$ cat src/core/ism_cfg.svh
// offsets, field positions, reset values and timing counts of the monitor
`ifndef ISM_CFG_SVH
`define ISM_CFG_SVH

// clock and time figures
`define ISM_CLK_HZ        40000000
`define ISM_HOLD_MS       1000
`define ISM_REFRESH_US    1000
`define ISM_HOLD_CYC      (`ISM_HOLD_MS * (`ISM_CLK_HZ / 1000))
`define ISM_REFRESH_CYC   (`ISM_REFRESH_US * (`ISM_CLK_HZ / 1000000))

// register byte offsets
`define ISM_OFS_CTRL      8'h00
`define ISM_OFS_RES       8'h04
`define ISM_OFS_SPD       8'h08
`define ISM_OFS_STAT      8'h0C
`define ISM_OFS_SEGS      8'h10
`define ISM_OFS_LIMIT     8'h14

// field positions
`define ISM_CTRL_LIMSEL   0
`define ISM_STAT_ITEM_LO  0
`define ISM_STAT_CONTENT  4
`define ISM_STAT_BUSY     5
`define ISM_SEGS_BOT_LO   8

// reset values
`define ISM_RES_RST       16'h0800
`define ISM_SPD_RST       16'h1388
`define ISM_LIMSEL_RST    1'b0

// monitor item codes
`define ISM_ITEM_LIMIT    2'h0
`define ISM_ITEM_HALL     2'h1
`define ISM_ITEM_INPUT    2'h2
`define ISM_ITEM_OUTPUT   2'h3

// product of speed and resolution that the pulse output can carry
`define ISM_LIMIT_K       32'h05F5E100

`endif

$ cat src/core/ism_pkg.sv
// types shared by the io status segment monitor
package ism_pkg;
  typedef enum logic {
    VIEW_SELECT,
    VIEW_CONTENT
  } ism_view_t;
  typedef logic [1:0] ism_item_t;
endpackage

$ cat src/core/ism_hold_det.sv
// long-press detector: one pulse when a key has been held for HOLD_CYC cycles
`timescale 1ns/1ps
`default_nettype none
module ism_hold_det #(
  parameter int unsigned HOLD_CYC = 40000000
) (
  // clock and reset
  input  wire logic i_clk,
  input  wire logic i_reset_n,
  // key level and hold pulse
  input  wire logic i_key,
  output logic      o_hold
);
  localparam int unsigned CW = $clog2(HOLD_CYC + 1);
  localparam logic [CW-1:0] LAST = CW'(HOLD_CYC - 1);

  logic [CW-1:0] cnt_ff;
  logic          done_ff;

  // counter saturates so a key kept down fires only once
  always_ff @(posedge i_clk) begin
    if (!i_reset_n) begin
      cnt_ff  <= '0;
      done_ff <= 1'b0;
    end else if (!i_key) begin
      cnt_ff  <= '0;
      done_ff <= 1'b0;
    end else if (!done_ff) begin
      if (cnt_ff == LAST) begin
        done_ff <= 1'b1;
      end else begin
        cnt_ff <= cnt_ff + 1'b1;
      end
    end
  end

  assign o_hold = i_key && !done_ff && (cnt_ff == LAST);
endmodule // ism_hold_det
`default_nettype wire

$ cat src/core/ism_divider.sv
// restoring divider, one quotient bit per cycle, saturating result
`timescale 1ns/1ps
`default_nettype none
module ism_divider #(
  parameter int unsigned NW = 32,
  parameter int unsigned DW = 16
) (
  // clock and reset
  input  wire logic          i_clk,
  input  wire logic          i_reset_n,
  // request
  input  wire logic          i_start,
  input  wire logic [NW-1:0] i_num,
  input  wire logic [DW-1:0] i_den,
  // result
  output logic [DW-1:0]      o_quot,
  output logic               o_busy
);
  localparam int unsigned SW = $clog2(NW + 1);

  logic [NW-1:0] rem_ff;
  logic [NW-1:0] quo_ff;
  logic [NW-1:0] num_ff;
  logic [DW-1:0] den_ff;
  logic [SW-1:0] step_ff;
  logic [NW-1:0] trial;

  assign trial = {rem_ff[NW-2:0], num_ff[NW-1]};

  always_ff @(posedge i_clk) begin
    if (!i_reset_n) begin
      rem_ff  <= '0;
      quo_ff  <= '0;
      num_ff  <= '0;
      den_ff  <= '0;
      step_ff <= '0;
      o_busy  <= 1'b0;
      o_quot  <= '0;
    end else if (i_start && !o_busy) begin
      rem_ff  <= '0;
      quo_ff  <= '0;
      num_ff  <= i_num;
      den_ff  <= i_den;
      step_ff <= SW'(NW);
      o_busy  <= 1'b1;
    end else if (o_busy) begin
      if (step_ff == '0) begin
        o_busy <= 1'b0;
        // zero divisor or oversize quotient shows the top of the range
        if (den_ff == '0 || quo_ff[NW-1:DW] != '0) begin
          o_quot <= '1;
        end else begin
          o_quot <= quo_ff[DW-1:0];
        end
      end else begin
        step_ff <= step_ff - 1'b1;
        num_ff  <= {num_ff[NW-2:0], 1'b0};
        if (trial >= NW'(den_ff)) begin
          rem_ff <= trial - NW'(den_ff);
          quo_ff <= {quo_ff[NW-2:0], 1'b1};
        end else begin
          rem_ff <= trial;
          quo_ff <= {quo_ff[NW-2:0], 1'b0};
        end
      end
    end
  end
endmodule // ism_divider
`default_nettype wire

$ cat src/core/ism_monitor.sv
// panel monitor: limit, hall and i/o status items on the segment display
//
// How it works
// - one-second data key hold returns to selection
// - limit monitor derives each setting from other
// - select 0 shows allowable encoder output resolution
// - select 1 shows allowable maximum speed mm/s
// - hall item shows present hall sensor pattern
// - status items show live sampled signal state
// - input OFF lights top segment
// - input ON lights bottom segment
// - output OFF lights top segment
// - output ON lights bottom segment
// - input positions follow factory input order
// - output positions one to seven, eight reserved
// - transistor conducting ON, not conducting OFF
`include "ism_cfg.svh"
`timescale 1ns/1ps
`default_nettype none
module ism_monitor #(
  parameter int unsigned HOLD_CYC    = `ISM_HOLD_CYC,
  parameter int unsigned REFRESH_CYC = `ISM_REFRESH_CYC,
  parameter int unsigned IN_N        = 8,
  parameter int unsigned OUT_N       = 7,
  parameter int unsigned POS_N       = 8,
  parameter int unsigned HALL_N      = 3
) (
  // clock and reset
  input  wire logic              i_clk,
  input  wire logic              i_reset_n,
  // wishbone slave
  input  wire logic              i_wb_cyc,
  input  wire logic              i_wb_stb,
  input  wire logic              i_wb_we,
  input  wire logic [7:0]        i_wb_adr,
  input  wire logic [3:0]        i_wb_sel,
  input  wire logic [31:0]       i_wb_dat,
  output logic [31:0]            o_wb_dat,
  output logic                   o_wb_ack,
  // panel keys, high while pressed
  input  wire logic              i_key_up,
  input  wire logic              i_key_down,
  input  wire logic              i_key_data,
  // sequence inputs, high while the contact is shorted
  input  wire logic [IN_N-1:0]   i_in_closed,
  // sequence outputs, high while the transistor conducts
  input  wire logic [OUT_N-1:0]  i_out_conducting,
  // hall sensor levels
  input  wire logic [HALL_N-1:0] i_hall,
  // display
  output logic                   o_disp_content,
  output logic [1:0]             o_disp_item,
  output logic [POS_N-1:0]       o_seg_top,
  output logic [POS_N-1:0]       o_seg_bot,
  output logic [15:0]            o_disp_value
);
  localparam int unsigned RW = $clog2(REFRESH_CYC + 1);
  localparam logic [RW-1:0] REF_LAST = RW'(REFRESH_CYC - 1);

  // lit segment pair {bottom, top} for a signal that is on or off
  function automatic logic [1:0] seg_pair(input logic on);
    seg_pair = on ? 2'b10 : 2'b01;
  endfunction

  // registers
  logic                   limsel_ff;
  logic [15:0]            res_ff;
  logic [15:0]            spd_ff;
  ism_pkg::ism_view_t     view_ff;
  ism_pkg::ism_item_t     item_ff;
  logic                   up_ff;
  logic                   down_ff;
  logic [RW-1:0]          ref_cnt_ff;
  logic                   ref_tick_ff;
  logic [IN_N-1:0]        in_smp_ff;
  logic [OUT_N-1:0]       out_smp_ff;
  logic [HALL_N-1:0]      hall_smp_ff;
  logic [31:0]            nxt_rd;

  // internal nets
  logic                   data_hold;
  logic                   up_press;
  logic                   down_press;
  logic                   wb_req;
  logic                   wb_wr;
  logic [15:0]            div_quot;
  logic                   div_busy;
  logic [15:0]            div_den;
  logic [POS_N-1:0]       in_top;
  logic [POS_N-1:0]       in_bot;
  logic [POS_N-1:0]       out_top;
  logic [POS_N-1:0]       out_bot;
  logic [POS_N-1:0]       hall_top;
  logic [POS_N-1:0]       hall_bot;
  logic [POS_N-1:0]       nxt_top;
  logic [POS_N-1:0]       nxt_bot;

  // merge one 16-bit register with the enabled byte lanes
  function automatic logic [15:0] lane_wr(input logic [15:0] cur,
                                          input logic [31:0] dat,
                                          input logic [3:0]  sel);
    lane_wr = cur;
    if (sel[0]) begin
      lane_wr[7:0] = dat[7:0];
    end
    if (sel[1]) begin
      lane_wr[15:8] = dat[15:8];
    end
  endfunction

  // ---------------- wishbone slave ----------------
  assign wb_req = i_wb_cyc && i_wb_stb && !o_wb_ack;
  assign wb_wr  = wb_req && i_wb_we;

  // every access, mapped or not, is acknowledged one cycle later
  always_ff @(posedge i_clk) begin
    if (!i_reset_n) begin
      o_wb_ack <= 1'b0;
    end else begin
      o_wb_ack <= wb_req;
    end
  end

  always_ff @(posedge i_clk) begin
    if (!i_reset_n) begin
      o_wb_dat <= 32'h00000000;
    end else if (wb_req && !i_wb_we) begin
      o_wb_dat <= nxt_rd;
    end
  end

  always_comb begin
    nxt_rd = 32'h00000000;
    case (i_wb_adr)
      `ISM_OFS_CTRL: begin
        nxt_rd[`ISM_CTRL_LIMSEL] = limsel_ff;
      end
      `ISM_OFS_RES: begin
        nxt_rd[15:0] = res_ff;
      end
      `ISM_OFS_SPD: begin
        nxt_rd[15:0] = spd_ff;
      end
      `ISM_OFS_STAT: begin
        nxt_rd[`ISM_STAT_ITEM_LO +: 2] = item_ff;
        nxt_rd[`ISM_STAT_CONTENT] = (view_ff == ism_pkg::VIEW_CONTENT);
        nxt_rd[`ISM_STAT_BUSY] = div_busy;
      end
      `ISM_OFS_SEGS: begin
        nxt_rd[POS_N-1:0] = o_seg_top;
        nxt_rd[`ISM_SEGS_BOT_LO +: POS_N] = o_seg_bot;
      end
      `ISM_OFS_LIMIT: begin
        nxt_rd[15:0] = div_quot;
      end
      default: begin
        nxt_rd = 32'h00000000;
      end
    endcase
  end

  always_ff @(posedge i_clk) begin
    if (!i_reset_n) begin
      limsel_ff <= `ISM_LIMSEL_RST;
    end else if (wb_wr && i_wb_adr == `ISM_OFS_CTRL && i_wb_sel[0]) begin
      limsel_ff <= i_wb_dat[`ISM_CTRL_LIMSEL];
    end
  end

  always_ff @(posedge i_clk) begin
    if (!i_reset_n) begin
      res_ff <= `ISM_RES_RST;
    end else if (wb_wr && i_wb_adr == `ISM_OFS_RES) begin
      res_ff <= lane_wr(res_ff, i_wb_dat, i_wb_sel);
    end
  end

  always_ff @(posedge i_clk) begin
    if (!i_reset_n) begin
      spd_ff <= `ISM_SPD_RST;
    end else if (wb_wr && i_wb_adr == `ISM_OFS_SPD) begin
      spd_ff <= lane_wr(spd_ff, i_wb_dat, i_wb_sel);
    end
  end

  // ---------------- panel keys ----------------
  ism_hold_det #(
    .HOLD_CYC (HOLD_CYC)
  ) u_hold (
    .i_clk     (i_clk),
    .i_reset_n (i_reset_n),
    .i_key     (i_key_data),
    .o_hold    (data_hold)
  );

  always_ff @(posedge i_clk) begin
    if (!i_reset_n) begin
      up_ff   <= 1'b0;
      down_ff <= 1'b0;
    end else begin
      up_ff   <= i_key_up;
      down_ff <= i_key_down;
    end
  end

  assign up_press   = i_key_up && !up_ff;
  assign down_press = i_key_down && !down_ff;

  // long data press toggles between number selection and content
  always_ff @(posedge i_clk) begin
    if (!i_reset_n) begin
      view_ff <= ism_pkg::VIEW_SELECT;
    end else begin
      case (view_ff)
        ism_pkg::VIEW_SELECT: begin
          if (data_hold) begin
            view_ff <= ism_pkg::VIEW_CONTENT;
          end
        end
        ism_pkg::VIEW_CONTENT: begin
          if (data_hold) begin
            view_ff <= ism_pkg::VIEW_SELECT;
          end
        end
        default: begin
          view_ff <= ism_pkg::VIEW_SELECT;
        end
      endcase
    end
  end

  // item number only moves while the selection is shown
  always_ff @(posedge i_clk) begin
    if (!i_reset_n) begin
      item_ff <= `ISM_ITEM_LIMIT;
    end else if (view_ff == ism_pkg::VIEW_SELECT) begin
      if (up_press && !down_press) begin
        item_ff <= item_ff + 2'h1;
      end else if (down_press && !up_press) begin
        item_ff <= item_ff - 2'h1;
      end
    end
  end

  // ---------------- refresh and sampling ----------------
  always_ff @(posedge i_clk) begin
    if (!i_reset_n) begin
      ref_cnt_ff  <= '0;
      ref_tick_ff <= 1'b0;
    end else if (ref_cnt_ff == REF_LAST) begin
      ref_cnt_ff  <= '0;
      ref_tick_ff <= 1'b1;
    end else begin
      ref_cnt_ff  <= ref_cnt_ff + 1'b1;
      ref_tick_ff <= 1'b0;
    end
  end

  // fresh levels each period, never held past the next tick
  always_ff @(posedge i_clk) begin
    if (!i_reset_n) begin
      in_smp_ff   <= '0;
      out_smp_ff  <= '0;
      hall_smp_ff <= '0;
    end else if (ref_tick_ff) begin
      in_smp_ff   <= i_in_closed;
      out_smp_ff  <= i_out_conducting;
      hall_smp_ff <= i_hall;
    end
  end

  // ---------------- limit monitor ----------------
  // one setting divides the pulse-rate constant to give the other
  assign div_den = limsel_ff ? res_ff : spd_ff;

  ism_divider #(
    .NW (32),
    .DW (16)
  ) u_div (
    .i_clk     (i_clk),
    .i_reset_n (i_reset_n),
    .i_start   (ref_tick_ff),
    .i_num     (`ISM_LIMIT_K),
    .i_den     (div_den),
    .o_quot    (div_quot),
    .o_busy    (div_busy)
  );

  // ---------------- segment patterns ----------------
  genvar p;
  generate
    for (p = 0; p < POS_N; p++) begin : g_pos
      // position p+1 carries signal index p in factory order
      if (p < IN_N) begin : g_in
        assign {in_bot[p], in_top[p]} = seg_pair(in_smp_ff[p]);
      end else begin : g_in_none
        assign {in_bot[p], in_top[p]} = 2'b00;
      end
      if (p < OUT_N) begin : g_out
        assign {out_bot[p], out_top[p]} = seg_pair(out_smp_ff[p]);
      end else begin : g_out_none
        // reserved position stays dark
        assign {out_bot[p], out_top[p]} = 2'b00;
      end
      if (p < HALL_N) begin : g_hall
        assign {hall_bot[p], hall_top[p]} = seg_pair(hall_smp_ff[p]);
      end else begin : g_hall_none
        assign {hall_bot[p], hall_top[p]} = 2'b00;
      end
    end
  endgenerate

  always_comb begin
    nxt_top = '0;
    nxt_bot = '0;
    if (view_ff == ism_pkg::VIEW_CONTENT) begin
      case (item_ff)
        `ISM_ITEM_HALL: begin
          nxt_top = hall_top;
          nxt_bot = hall_bot;
        end
        `ISM_ITEM_INPUT: begin
          nxt_top = in_top;
          nxt_bot = in_bot;
        end
        `ISM_ITEM_OUTPUT: begin
          nxt_top = out_top;
          nxt_bot = out_bot;
        end
        default: begin
          nxt_top = '0;
          nxt_bot = '0;
        end
      endcase
    end
  end

  always_ff @(posedge i_clk) begin
    if (!i_reset_n) begin
      o_seg_top <= '0;
      o_seg_bot <= '0;
    end else begin
      o_seg_top <= nxt_top;
      o_seg_bot <= nxt_bot;
    end
  end

  // number shown: item number while selecting, limit value for the limit item in content, zero for other content items
  always_ff @(posedge i_clk) begin
    if (!i_reset_n) begin
      o_disp_value <= 16'h0000;
    end else if (view_ff == ism_pkg::VIEW_CONTENT
                 && item_ff == `ISM_ITEM_LIMIT) begin
      o_disp_value <= div_quot;
    end else if (view_ff == ism_pkg::VIEW_CONTENT) begin
      o_disp_value <= 16'h0000;
    end else begin
      o_disp_value <= {14'h0000, item_ff};
    end
  end

  always_ff @(posedge i_clk) begin
    if (!i_reset_n) begin
      o_disp_content <= 1'b0;
      o_disp_item    <= `ISM_ITEM_LIMIT;
    end else begin
      o_disp_content <= (view_ff == ism_pkg::VIEW_CONTENT);
      o_disp_item    <= item_ff;
    end
  end
endmodule // ism_monitor
`default_nettype wire

$ cat config.mk
export PLATFORM = sky130hd
export DESIGN_NAME = ism_monitor
export DESIGN_NICKNAME = d
export VERILOG_FILES = /design/src/core/ism_pkg.sv /design/src/core/ism_hold_det.sv /design/src/core/ism_divider.sv /design/src/core/ism_monitor.sv
export VERILOG_INCLUDE_DIRS = /design/src /design/src/core
export SDC_FILE = /design/constraint.sdc
export NUM_CORES = 1
export LEC_CHECK = 0
export ABC_AREA = 1
export BUFFER_PORTS_ARGS = -buffer_cell sky130_fd_sc_hd__buf_2
export CAP_MARGIN = 40
export CORE_UTILIZATION = 45
export DETAILED_ROUTE_END_ITERATION = 8
export GPL_TIMING_DRIVEN = 0
export PLACE_DENSITY = 0.71
export SYNTH_ARGS = -nofsm -noshare
export SYNTH_HDL_FRONTEND = slang
export SYNTH_SLANG_ARGS = --single-unit
$ cat constraint.sdc
create_clock -name i_clk -period 2.3 [get_ports i_clk]
set_input_delay 0.46 -clock i_clk [delete_from_list [all_inputs] [get_ports i_clk]]
set_output_delay 0.46 -clock i_clk [all_outputs]
set_load 0.05 [all_outputs]
# After elaboration in Yosys (flattened, before gate mapping)
# Index checks and enable logic that the tools add are counted.
# W data, S select, Z words.
# word_totals
reg_bits	278
input_bits	70
out_inout_bits	68
wordCells	149
# classes
n_addsub	6
magnitude_cmp	1
n_eq_ne	11
mux	48
bitwise_logic	6
reduce_logical	45
# op_table
cell	count
$mux W27	3
$mux W16	3
$pmux W8 S3	2
$mux W2	21
$pmux W10 S4	1
$ge A32 B16 Y1	1
$mux W31	1
$sub A31 B16 Y31	1
$add A26 B1 Y26 const B	1
$eq A26 B26 Y1 const B	1
$reduce_and A2 Y1	10
$mux W6	3
$add A16 B1 Y16 const B	1
$eq A16 B16 Y1 const B	1
$eq A8 B4 Y1 const B	2
$eq A8 B5 Y1 const B	2
$logic_and A1 B1 Y1	16
$logic_not A16 Y1	1
$reduce_bool A16 Y1	1
$pmux W2 S5	1
$mux W1	9
$eq A8 B3 Y1 const B	1
$logic_not A1 Y1	8
$logic_not A8 Y1	1
other kinds (17)	25

# Logic depth before layout (Yosys ltp)
# logic_depth
ltp_word	6
depth_mapped	17
ltp_nobuf	17

# Hierarchy
# From an unflattened synthesis, not the netlist that was laid out.
# unflattened
cells_unflattened	2124
area_unflattened_um2	14640.3
# by_module_without_submodules
mod	n_inst	cells_per_inst	area_per_inst_um2	seq_area_each_um2
ism_divider	1	1081	7221.9	2682.6
ism_monitor	1	758	5669.2	2502.4
ism_hold_det	1	285	1749.2	540.5

# Least setup slack after synthesis
# Ideal clock, no wire load.
# synth_path
kind	register to register
startpoint	register u_div.num_ff[31]
endpoint	register u_div.rem_ff[1]
setup_ps	116
arrival_time_ps	1861
required_ps	2184
setup_slack_ps	323
path_stages_with_launch	17
path_buffers	1
period_less_slack_ps	1977
path_cell_list	dfxtp_1 -> inv_1 -> ha_1 -> fa_1 -> inv_1 -> nand2_1 -> nand2_1 -> nand3_1 -> nand2_1 -> nand2_1 -> nand2_1 -> nor2_1 -> buf_2 -> nand2_1 -> nand3_1 -> o211ai_1 -> inv_1
# synth_between
elab_chain_len	2
elab_cells_between_ends	3
classes_between	add/sub (1); order compare (1); mux (1)
# synth_lines
element	line_no	rtl
from (decl)	ism_divider.sv:23	logic [NW-1:0] num_ff;
from (signal assigned)	ism_divider.sv:42	num_ff <= i_num;
from (signal assigned)	ism_divider.sv:57	num_ff <= {num_ff[NW-2:0], 1'b0};
$sub A31 B16 Y31 or $ge A32 B16 Y1 (tied branches)	ism_divider.sv:59, ism_divider.sv:58	
$mux W31 (*)	ism_divider.sv:58	if (trial >= NW'(den_ff)) begin
to (signal assigned)	ism_divider.sv:59	rem_ff <= trial - NW'(den_ff);
to (signal assigned)	ism_divider.sv:62	rem_ff <= trial;
to (decl)	ism_divider.sv:21	logic [NW-1:0] rem_ff;
# Every way passes the cells marked *; elsewhere a longest branch is shown, timed or not.
# A chain may end at the register's enable or synchronous reset.

# Worst setup path after layout
# layout_path
startpoint	register u_div.num_ff[31]
endpoint	register u_div.rem_ff[15]
# The elaborated chain is that of the path after synthesis.

==> flow_metrics.py <==
metrics = {
    "status": {
        "status": "finished, final reports clean",
    },
    "route": {
        "drc": 0,
        "ant_nets": 0,
        "avgViaCountPerCell": 5.16,
        "wl_mm": 38.9,
        "drt_iter0_markers": 1066,
        "vias": 12961,
        "routedWlPerCell_um": 15.5,
        "first_pass_iters": 6,
    },
    "clock_network": {
        "htreeDepth": 1,
        "cts_buffers": 30,
        "cts_root_buf": "clkbuf_16",
        "cts_tree": "yes",
        "cts.path.max_buffers": 3,
        "numClockSinks": 278,
        "path_clk_slew_ps": 60,
        "clk_latency_ps": 560,
        "post_cts_hold_buffer_count": 0,
    },
    "worst_setup_path": {
        "critPathCapture": "u_div.rem_ff[15]$_SDFFE_PP0P_",
        "rr_endpoint": "u_div.rem_ff[15]$_SDFFE_PP0P_",
        "reg2reg_slack_ps": 120,
        "crit_path_max_fanout": 10,
        "worstReg2RegStart": "u_div.num_ff[31]$_SDFFE_PP0P_",
        "worstSetupPathType": "flop to flop",
        "arrival_ps": 2680,
        "endpoint_kind": "flop",
        "r2r_cells": 15,
        "start_kind": "flop",
        "startpoint": "u_div.num_ff[31]$_SDFFE_PP0P_",
        "required_ps": 2800,
    },
    "power_and_ir_drop": {
        "p_per_area_nw_per_um2": 670,
        "p_sw_share_pct": 22.2,
        "power.internal_w": 0.00821,
        "pwr-share-clk_pct": 49.7,
        "pwr-share-comb_pct": 4.3,
        "p_seq_share_pct": 46.0,
        "p_leak_nw": 6.94,
        "total_power_w": 0.0105,
        "ir_drop_v": 0.000508,
        "p_sw_w": 0.00234,
    },
    "finish": {
        "drive_gt1_share_pct": 11.1,
        "syn2layout_area_growth_pct": 17.3,
        "antenna_cells": 0,
        "fin_nets": 2202,
        "stdcell_count": 2512,
        "fillers": 2915,
    },
    "place": {
        "place_ws_ps": -212,
        "io_buffers": 103,
        "gp_congestion": 0.945,
        "dp_cells": 2450,
        "hpwl_mm": 29.5,
    },
    "timing": {
        "relSlewSlack_pct": 53.6,
        "finalCriticalPeriod_ps": 2180,
        "hold_ws_ps": 97.2,
        "worstMarginPinSlew_ps": 696,
        "setup-tns-final_ps": 0,
        "hold_viol": 0,
        "final.period_utilization_pct": 94.7,
        "finalWorstSetupSlack_ps": 121,
        "slew_violations": 0,
        "fmax_ghz": 0.459,
        "setup_violations": 0,
        "finClkSkew_ps": 12.1,
    },
    "synth": {
        "synth-simple-area-share_pct": 24.3,
        "async_flop_share_pct": 0,
        "synthMuxAreaShare_pct": 0,
        "synth_top_area_share_pct": 41.5,
        "seq_area_frac_synth_pct": 41.5,
        "yosysWarningCount": 0,
        "synth_cells": 1948,
        "synthAdderAreaFrac_pct": 2.57,
        "yosys.area_share.xor_xnor_pct": 2.48,
        "synth_area_leaders": "dfxtp_1, nand2_1, inv_1, a21oi_1, o21ai_0",
        "synth_edf_count": 0,
        "ys_types": 46,
        "synth_top_family_by_area": "simple AND/OR/NAND/NOR gates",
        "synth_top_area_cell": "dfxtp_1",
        "netlist_area_um2": 13400,
        "synth-seq-cells": 278,
        "synth_compound_area_share_pct": 17.7,
        "synth_ff_type": "dfxtp_1",
        "synth.avg_cell_area_um2": 6.89,
    },
    "die": {
        "die_w_um": 175,
        "pin_count": 138,
        "die_h_um": 175,
        "rows": 62,
        "start_util_pct": 46.3,
        "coreArea_um2": 29000,
        "die-area_um2": 30500,
    },
    "run": {
        "drv_cap": 0,
    },
    "global_routing": {
        "grt_overflow": 0,
        "antenna_found_initial": 1,
        "grt_pass1_wl_mm": 62.4,
        "grt_max_degree": 17,
        "grt_pass1_vias": 12110,
        "track_usage_pct": 25.4,
    },
    "hold_path": {
        "hold_class": "input pin to flop",
        "min-delay-start": "i_key_down",
    },
}
-- synthesized netlist by cell type (8+ instances only) --
cell type / count
dfxtp_1: 278
nand3_1: 90
xor2_1: 26
o21ai_0: 172
clkbuf_1: 55
o22ai_1: 27
a221oi_1: 8
a21oi_1: 200
nor2_1: 173
buf_1: 8
xnor2_1: 12
nand2_1: 431
ha_1: 26
nor3_1: 30
a211oi_1: 10
nand4_1: 25
buf_4: 16
inv_1: 292
-- flip-flops by register name, indices dropped and copies added, names as in the netlist, 2 cells and up --
register and count:
u_div.quo_ff 32, o_disp_item 2, u_div.step_ff 6, o_disp_value 16, o_wb_dat 16, u_div.den_ff 16, in_smp_ff 8, u_div.num_ff 24
u_div.rem_ff 31, ref_cnt_ff 16, o_seg_top 8, hall_smp_ff 3, o_seg_bot 8, out_smp_ff 7, u_hold.cnt_ff 26, u_div.o_quot 16
spd_ff 16, item_ff 2, res_ff 16
-- cells in the final DEF, fill, tap and decap left out, drive strengths merged --
cell type,n
a211oi,10
nor3b,1
dfxtp,278
o32ai,1
buf,140
or2,3
o21ai,172
a221oi,8
nand3,90
and2,2
conb,16
o21a,3
o22ai,27
o221ai,6
a22oi,2
a31oi,2
clkbuf,101
clkinv,8
nand2,435
nand4,26
nor3,32
nor4,8
nor2,178
a21boi,1
xnor2,12
ha,26
xor2,26
fa,1
a21oi,203
o211ai,7
inv,296
bufinv,6
and3,1
-- stage by stage --
stage	utilization (%)	instance area, um^2
floorplan	-	13500
global placement	49.9	14500
detailed placement	49.9	14500
CTS	53.8	15600
global route	54.3	15800
finish	54.3	15800
-- power by group through the flow --
| stage | clock [W] | combinational, W | sequential (W) |
|---|---|---|---|
| floorplan | 0 | 0.000266 | 0.00499 |
| global placement | 0 | 0.000439 | 0.00496 |
| detailed placement | 0 | 0.000444 | 0.00496 |
| CTS | 0.00533 | 0.000447 | 0.00486 |
| global route | 0.00554 | 0.000493 | 0.00486 |
| finish | 0.00524 | 0.000451 | 0.00486 |
-- area by class of cell --
cell class | instances | area [um^2] | share of cell area (%)
clock buffers | 42 | 846 | 5.37
repair buffers | 110 | 568 | 3.61
plain buffers | 89 | 458 | 2.91
multi-input cells | 1299 | 6470 | 41.1
well taps | 384 | 480 | 3.05
clock inverters | 13 | 244 | 1.55
inverters | 297 | 1120 | 7.09
flip-flops and latches | 278 | 5570 | 35.3
-- layer usage --
metal	global-route usage, %	vias to the layer above	wire length, um
met1	32.9	5920	17400
met3	4.37	75	2410
li1	-	6573	-
met4	8.59	0	1240
met5	0	-	0
met2	42.5	393	17800
-- how the worst min path moves through the flow --
stage | end | slack (ps) | cells after the start
after floorplan | o_seg_top[7]$_SDFF_PN0_ | 390 | 1
after global placement | o_seg_top[7]$_SDFF_PN0_ | 400 | 1
after detailed placement | o_seg_top[7]$_SDFF_PN0_ | 400 | 1
after CTS | down_ff$_SDFF_PN0_ | 80 | 3
after global routing | up_ff$_SDFF_PN0_ | 90 | 3
final | down_ff$_SDFF_PN0_ | 100 | 3
-- cell families after synthesis --
| kind of cell | count (synthesis) |
|---|---|
| AND/OR/NAND/NOR | 776 |
| AO/OA/AOI/OAI | 442 |
| buffers and inverters | 386 |
| flip-flops | 278 |
| XOR/XNOR | 38 |
| adder cells (fa/ha/maj) | 27 |
| other | 1 |
-- critical path: stages, from the launching register on --
cell and delay (ps):
dfxtp_1 340, inv_1 60, ha_1 210, fa_2 340, inv_2 90, nand2_1 70, nand2_1 80, nand3_1 80
nand2_2 100, nand2_1 70, nand2_2 90, nor2_4 60, buf_6 150, a21oi_1 140, nand2_1 120, a21oi_2 130
-- what timing repair did --
action | CTS | global route
pin swaps | 1 | 5
endpoints found under the hold margin | 0 | 0
gates resized for setup | 9 | 36
buffers inserted | 1 | 6
setup endpoints to repair | 27 | 82
Note: power is estimated with default switching activity, not from simulation.
